===== src/core/ssa_pkg.sv =====
// package: record layouts and constants for the scanner status assembly
package ssa_pkg;

  // ----------------------------------------------------------------
  // record sizes and node count
  // ----------------------------------------------------------------
  localparam int NODES        = 64;
  localparam int STB_BYTES    = 24;
  localparam int POL_BYTES    = 64;
  localparam int IDX_W        = 6;

  // ----------------------------------------------------------------
  // strobed record byte offsets
  // ----------------------------------------------------------------
  localparam logic [IDX_W-1:0] OFS_IO_PROCESSING_TIME    = 6'h00;
  localparam logic [IDX_W-1:0] OFS_SCAN_MEMBERSHIP_FLAGS = 6'h02;
  localparam logic [IDX_W-1:0] OFS_NODE_ERROR_FLAGS      = 6'h0a;
  localparam logic [IDX_W-1:0] OFS_SCANNER_STATE_CODE    = 6'h12;
  localparam logic [IDX_W-1:0] OFS_SCANNER_FAULT_CODE    = 6'h13;
  localparam logic [IDX_W-1:0] OFS_BUS_HW_STATE_CODE     = 6'h14;
  localparam logic [IDX_W-1:0] OFS_NET_ACCESS_STATE_CODE = 6'h15;
  localparam logic [IDX_W-1:0] OFS_NETWORK_PASS_COUNTER  = 6'h16;

  // ----------------------------------------------------------------
  // codes, reset values and rate
  // ----------------------------------------------------------------
  localparam logic [7:0]  NODE_OK_CODE   = 8'h24;
  localparam logic [15:0] PASS_CNT_RST   = 16'h0000;
  localparam logic [7:0]  RATE_RST       = 8'h00;
  localparam logic [7:0]  RATE_DEFAULT   = 8'h01;

  // ----------------------------------------------------------------
  // strobed record, byte 0 in the low bits
  // ----------------------------------------------------------------
  typedef struct packed {
    logic [15:0]      network_pass_counter;
    logic [7:0]       net_access_state_code;
    logic [7:0]       bus_hw_state_code;
    logic [7:0]       scanner_fault_code;
    logic [7:0]       scanner_state_code;
    logic [NODES-1:0] node_error_flags;
    logic [NODES-1:0] scan_membership_flags;
    logic [15:0]      io_processing_time;
  } ssa_stb_s;

  // ----------------------------------------------------------------
  // end-of-scan report from the scan engine
  // ----------------------------------------------------------------
  typedef struct packed {
    logic             done;
    logic [15:0]      proc_time;
    logic [NODES-1:0] active;
    logic [NODES-1:0] mapped;
    logic [NODES-1:0] conn_fault;
    logic [7:0]       state_code;
    logic [7:0]       fault_code;
    logic [7:0]       bus_hw_code;
    logic [7:0]       net_access_code;
  } ssa_scan_s;

  // ----------------------------------------------------------------
  // controller read request
  // ----------------------------------------------------------------
  typedef struct packed {
    logic             req;
    logic             polled;
    logic [IDX_W-1:0] idx;
  } ssa_rd_s;

endpackage


===== src/core/ssa_core.sv =====
// module: strobed and polled status record assembly for the scanner virtual node
// Functional notes
// - scanner shows as virtual node with strobed and polled status connections
// - strobed record is fixed at 24 bytes, polled at 64 bytes
// - records go to controller every controller scan, or every n scans
// - strobed bytes 0 and 1 hold last network scan processing time
// - bytes 2 to 9 hold membership bits, node 0 in bit 0
// - membership bit set only when node is active and mapped
// - bytes 10 to 17 hold connection error bits, same ordering
// - error bit reads 0 for any node not in the scan list
// - error bits carry only communication faults, not node reported faults
// - byte 18 carries scanner own status code
// - byte 19 carries scanner error code, as pseudo node 91
// - byte 20 carries bus controller hardware status code, as pseudo node 96
// - byte 21 carries network access status code, as pseudo node 97
// - bytes 22 and 23 hold 16 bit pass counter, wrapping at 65535
// - polled record supplies a status code for every node
// - polled status code of a node sits at byte equal to its address
// - polled code reads 24 hex while node communication is normal
module ssa_core
  import ssa_pkg::*;
(
  // clock and reset
  input  wire logic                   clock_i,
  input  wire logic                   nrst_i,
  // scan engine report
  input  wire ssa_scan_s              scan_i,
  input  wire logic [NODES*8-1:0]     node_code_i,
  input  wire logic [IDX_W-1:0]       scanner_addr_i,
  // controller side
  input  wire logic                   ctl_scan_i,
  input  wire logic [7:0]             rate_i,
  input  wire ssa_rd_s                rd_i,
  output logic      [7:0]             rd_data_o,
  output logic                        rd_valid_o,
  output logic                        publish_o
);

  // ----------------------------------------------------------------
  // state
  // ----------------------------------------------------------------
  typedef struct packed {
    ssa_stb_s           stg_stb;
    logic [NODES*8-1:0] stg_pol;
    ssa_stb_s           pub_stb;
    logic [NODES*8-1:0] pub_pol;
    logic [15:0]        pass_cnt;
    logic [7:0]         rate_cnt;
    logic [7:0]         rd_data;
    logic               rd_valid;
    logic               publish;
  } ssa_state_s;

  ssa_state_s state_ff;
  ssa_state_s nxt_state;

  // ----------------------------------------------------------------
  // byte pick, shared by both record reads
  // ----------------------------------------------------------------
  function automatic logic [7:0] ssa_pick(input logic [NODES*8-1:0] rec,
                                          input logic [IDX_W-1:0]   idx,
                                          input int                 len);
    logic [7:0] b;
    b = 8'h00;
    if (int'(idx) < len) begin
      b = rec[idx*8 +: 8];
    end
    return b;
  endfunction

  // ----------------------------------------------------------------
  // per node membership and polled code
  // ----------------------------------------------------------------
  logic [NODES-1:0]   member;
  logic [NODES*8-1:0] pol_codes;

  for (genvar n = 0; n < NODES; n++) begin : g_node
    // only comm faults enter here; node-reported faults stay in its own io data
    assign member[n] = scan_i.active[n] & scan_i.mapped[n];
    always_comb begin
      if (n == int'(scanner_addr_i)) begin
        pol_codes[n*8 +: 8] = scan_i.state_code;
      end else if (member[n] && !scan_i.conn_fault[n]) begin
        pol_codes[n*8 +: 8] = NODE_OK_CODE;
      end else begin
        pol_codes[n*8 +: 8] = node_code_i[n*8 +: 8];
      end
    end
  end

  // ----------------------------------------------------------------
  // next state
  // ----------------------------------------------------------------
  logic       pub_now;
  logic [7:0] rate_eff;

  always_comb begin
    nxt_state = state_ff;
    rate_eff  = (rate_i == RATE_RST) ? RATE_DEFAULT : rate_i;
    pub_now   = 1'b0;
    nxt_state.publish  = 1'b0;
    nxt_state.rd_valid = 1'b0;

    // staging snapshot at each scan boundary, all fields in one cycle
    if (scan_i.done) begin
      nxt_state.pass_cnt                           = state_ff.pass_cnt + 16'h0001;
      nxt_state.stg_stb.network_pass_counter       = state_ff.pass_cnt + 16'h0001;
      nxt_state.stg_stb.io_processing_time         = scan_i.proc_time;
      nxt_state.stg_stb.scan_membership_flags      = member;
      nxt_state.stg_stb.node_error_flags           = member & scan_i.conn_fault;
      nxt_state.stg_stb.scanner_state_code         = scan_i.state_code;
      nxt_state.stg_stb.scanner_fault_code         = scan_i.fault_code;
      nxt_state.stg_stb.bus_hw_state_code          = scan_i.bus_hw_code;
      nxt_state.stg_stb.net_access_state_code      = scan_i.net_access_code;
      nxt_state.stg_pol                            = pol_codes;
    end

    // hand-over to controller view every rate_eff controller scans
    if (ctl_scan_i) begin
      if (state_ff.rate_cnt + 8'h01 >= rate_eff) begin
        pub_now            = 1'b1;
        nxt_state.rate_cnt = 8'h00;
      end else begin
        nxt_state.rate_cnt = state_ff.rate_cnt + 8'h01;
      end
    end
    if (pub_now) begin
      // takes the last complete staging, never one being written this cycle
      nxt_state.pub_stb = state_ff.stg_stb;
      nxt_state.pub_pol = state_ff.stg_pol;
      nxt_state.publish = 1'b1;
    end

    // controller read, one cycle latency
    if (rd_i.req) begin
      nxt_state.rd_valid = 1'b1;
      if (rd_i.polled) begin
        nxt_state.rd_data = ssa_pick(state_ff.pub_pol, rd_i.idx, POL_BYTES);
      end else begin
        nxt_state.rd_data = ssa_pick({{(NODES*8-$bits(ssa_stb_s)){1'b0}}, state_ff.pub_stb},
                                     rd_i.idx, STB_BYTES);
      end
    end
  end

  // ----------------------------------------------------------------
  // registers
  // ----------------------------------------------------------------
  always_ff @(posedge clock_i) begin
    if (!nrst_i) begin
      state_ff          <= '0;
      state_ff.pass_cnt <= PASS_CNT_RST;
      state_ff.rate_cnt <= RATE_RST;
    end else begin
      state_ff <= nxt_state;
    end
  end

  assign rd_data_o  = state_ff.rd_data;
  assign rd_valid_o = state_ff.rd_valid;
  assign publish_o  = state_ff.publish;
endmodule


===== config.mk =====
export PLATFORM = sky130hd
export DESIGN_NAME = ssa_core
export DESIGN_NICKNAME = d
export VERILOG_FILES = /design/src/core/ssa_pkg.sv /design/src/core/ssa_core.sv
export SDC_FILE = /design/constraint.sdc
export NUM_CORES = 2
export LEC_CHECK = 0
export BUFFER_PORTS_ARGS = -buffer_cell sky130_fd_sc_hd__clkbuf_2
export CORE_MARGIN = 4
export CORE_UTILIZATION = 34
export CTS_CLUSTER_SIZE = 10
export DETAILED_ROUTE_END_ITERATION = 8
export PLACE_DENSITY = 0.53
export SLEW_MARGIN = 20
export SYNTH_ARGS = -nofsm -noshare
export SYNTH_HDL_FRONTEND = slang
export SYNTH_SLANG_ARGS = --single-unit

===== constraint.sdc =====
create_clock -name clock_i -period 4.49 [get_ports clock_i]
set_input_delay 0.2245 -clock clock_i [delete_from_list [all_inputs] [get_ports clock_i]]
set_output_delay 0.2245 -clock clock_i [all_outputs]
set_load 0.05 [all_outputs]

==> impl_metrics.ini <==
[yosys]
synth_top_cell_area_share = 0.423
yosysTopAreaCell = dfxtp_1
syn_area_sq_um = 67500
synth_area_leaders = dfxtp_1, mux2i_1, nand2_1, nand3_1, o211a_1
synth_warnings = 0
yosysMostFrequentCell = nand2_1
synth_cells = 7496
synth-seq-cells = 1426
synth_edf_count = 0
syn-num-nets = 8284
synthTopCellsByCount = nand2_1, dfxtp_1, nand3_1, mux2i_1, clkbuf_1
yosysSeqAreaShare = 0.423
avgSynthCellArea_sq_um = 9.00
synth_cell_types = 52
ys_async_sr_fraction = 0
ys_dominant_reg_cell = dfxtp_1

[clocking]
cts_tree = done
cts.sinks = 1426
ctsHtreeMaxLevel = 4
clk_pin_slew_ns = 0.06
numCtsBuffers = 170
clock_latency_ns = 0.82
cts-root-buf = clkbuf_16
cts_buffer_depth = 3
ctsResizeCount = 0

[route]
vias_per_cell = 5.39
drt_iter0_markers = 5904
drc = 0
drtPass1Iterations = 8
wl_per_cell_microns = 25.4
antenna_left = 0
routed-via-count = 62200
routed_wl_mm = 293

[job]
drv_cap = 0

[floorplanning]
die_h_microns = 453
core_sq_um = 197000
rows = 163
io-pin-count = 788
die_area_sq_um = 206000
die_w_microns = 453
initial_core_util = 0.342

[worst_setup_path]
setup.worst_path.end_class = flip-flop
required_ns = 5.21
cp-start-kind = flip-flop
arrival_ns = 4.21
crit_fanout = 79
worstSetupPathType = reg -> reg

[timing]
fmax_ghz = 0.287
tightest_slew_ns = 1.32
post-route-period-util = 0.777
finalWorstSetupSlack_ns = 1.00
tns_ns = 0
fin_crit_ns = 3.49
slew_viol_final = 0
rsz0062_at_grt = no
setup_viol = 0
hold_viol = 0
skew_ns = 0.0300
slew-limit-headroom = 0.117

[power_and_ir_drop]
vdd_drop_max_uv = 379
total_power_mw = 29.7
p_leak_nw = 34.1
p_per_area_nw_per_um2 = 343

[global_route]
globalRouteTotalUtil = 0.273
grt_antenna_before_repair = 35
grt_max_degree = 176
grt_pass1_wl_mm = 413
grt_overflow = 0
grt_pass1_vias = 60600

[cells_and_area]
area_growth_pct = 28.2
drive_gt1_frac = 0.148
layout.cells.non_filler = 11500
nets = 9572
fillCellCount = 19500

[hold_path]
hp-class = in -> reg

[placed_design]
gp_congestion = 0.928
dp_cells = 10400
dpl_worst_slack_ns = 1.02
dp_hpwl_mm = 210
portBuffers = 787

[run_status]
status = completed
[sequential cells by signal (all words and copies together), names as in the netlist]
name / flops
publish_o: 1
rd_data_o: 8
rd_valid_o: 1
state_ff: 1416
[report_power, final]
part	internal (mW)	switching, mW	leakage, nW
Sequential	13.1	0.231	11.6
Clock	7.30	5.50	2.41
Combinational	1.50	2.07	20.1
Total	21.9	7.80	34.1
[cell usage in the layout, fill, tap and decap left out, types with 12 or more instances in the layout]
master | synthesis | routed
nand4_1 | 69 | 69
o211a_1 | 384 | 384
a21boi_0 | 260 | 260
xnor2_1 | 13 | 13
a22oi_1 | 14 | 14
nand3b_1 | 192 | 192
dlygate4sd3_1 | 0 | 810
mux2i_1 | 814 | 814
mux4_2 | 164 | 164
nand3_1 | 853 | 853
o211ai_1 | 138 | 138
clkbuf_16 | 0 | 173
nand2b_1 | 271 | 271
and2_1 | 22 | 22
nor2_1 | 101 | 100
nor3_1 | 16 | 16
a21oi_1 | 12 | 12
clkbuf_1 | 468 | 42
o21ai_0 | 26 | 26
diode_2 | 0 | 26
dfxtp_1 | 1426 | 1426
buf_4 | 17 | 104
clkbuf_2 | 0 | 774
nor2b_1 | 65 | 61
nand2_1 | 1930 | 1930
buf_12 | 0 | 37
[through the flow]
stage | hold slack [ns] | area (sq um) | util
finish | 0.0321 | 86500 | 0.438
global route | 0.00452 | 86500 | 0.438
CTS | 0.00179 | 86400 | 0.438
detailed placement | 0.443 | 73400 | 0.372
global placement | 0.439 | 73400 | 0.372
floorplan | 0.394 | 67500 | -
[cell families (layout without fill, tap and decap cells)]
logic type / after synthesis / count (layout) / synth area share
simple gates: 3539 / 3539 / 0.240
flops: 1426 / 1426 / 0.423
mux: 984 / 984 / 0.177
compound gates: 894 / 894 / 0.113
buf+inv: 624 / 1987 / 0.0430
xor+xnor: 19 / 19 / 0.00247
fa+ha+maj: 10 / 10 / 0.00185
other cells: 0 / 26 / 0
[per-layer routing]
| layer | wire (microns) | vias to the layer above | GRT usage | share of wire |
|---|---|---|---|---|
| li1 | - | 28900 | - | - |
| met1 | 120000 | 30200 | 0.335 | 0.41 |
| met2 | 135000 | 2292 | 0.441 | 0.46 |
| met3 | 15900 | 781 | 0.0452 | 0.054 |
| met4 | 22200 | 14 | 0.182 | 0.076 |
| met5 | 100 | - | 0 | 0.00034 |
[repair_timing]
item                                   in CTS  in global routing
hold buffers                              810                  0
setup buffers                               0                  0
endpoints found under the hold margin     701                  0
[critical path, stage by stage (launching register included)]
cell and delay, ns:
dfxtp_1 0.43, ha_1 0.23, nand3_1 0.12, xnor2_1 0.26
ha_1 0.24, o21a_1 0.14, o211ai_1 0.09, or2_2 0.36
a21boi_4 0.16, buf_12 0.25, buf_12 0.22, buf_12 0.41
mux2i_1 0.27
[final timing paths]
kind	startpoint	endpoint	slack, ns	depth (start not counted)
worst max register to register	state_ff[10]	state_ff[346]	1.00	12
worst max-delay path	state_ff[10]	state_ff[346]	1.00	12
worst min-delay path	scan_i[139]	state_ff[1309]	0.03	3
worst min register to register	state_ff[1020]	state_ff[316]	0.44	2
[layout make-up]
class                   instances  area, sq um  area share
multi-input cells            5446        36000       0.417
flip-flops and latches       1426        28500       0.330
repair buffers               1730        13600       0.157
clock buffers                 224         4610      0.0533
well taps                    2640         3300      0.0382
clock inverters                23          324     0.00375
diodes                         26         65.1    0.000752
inverters                      10         40.0    0.000463
Note: power is estimated with default switching activity, not from simulation.
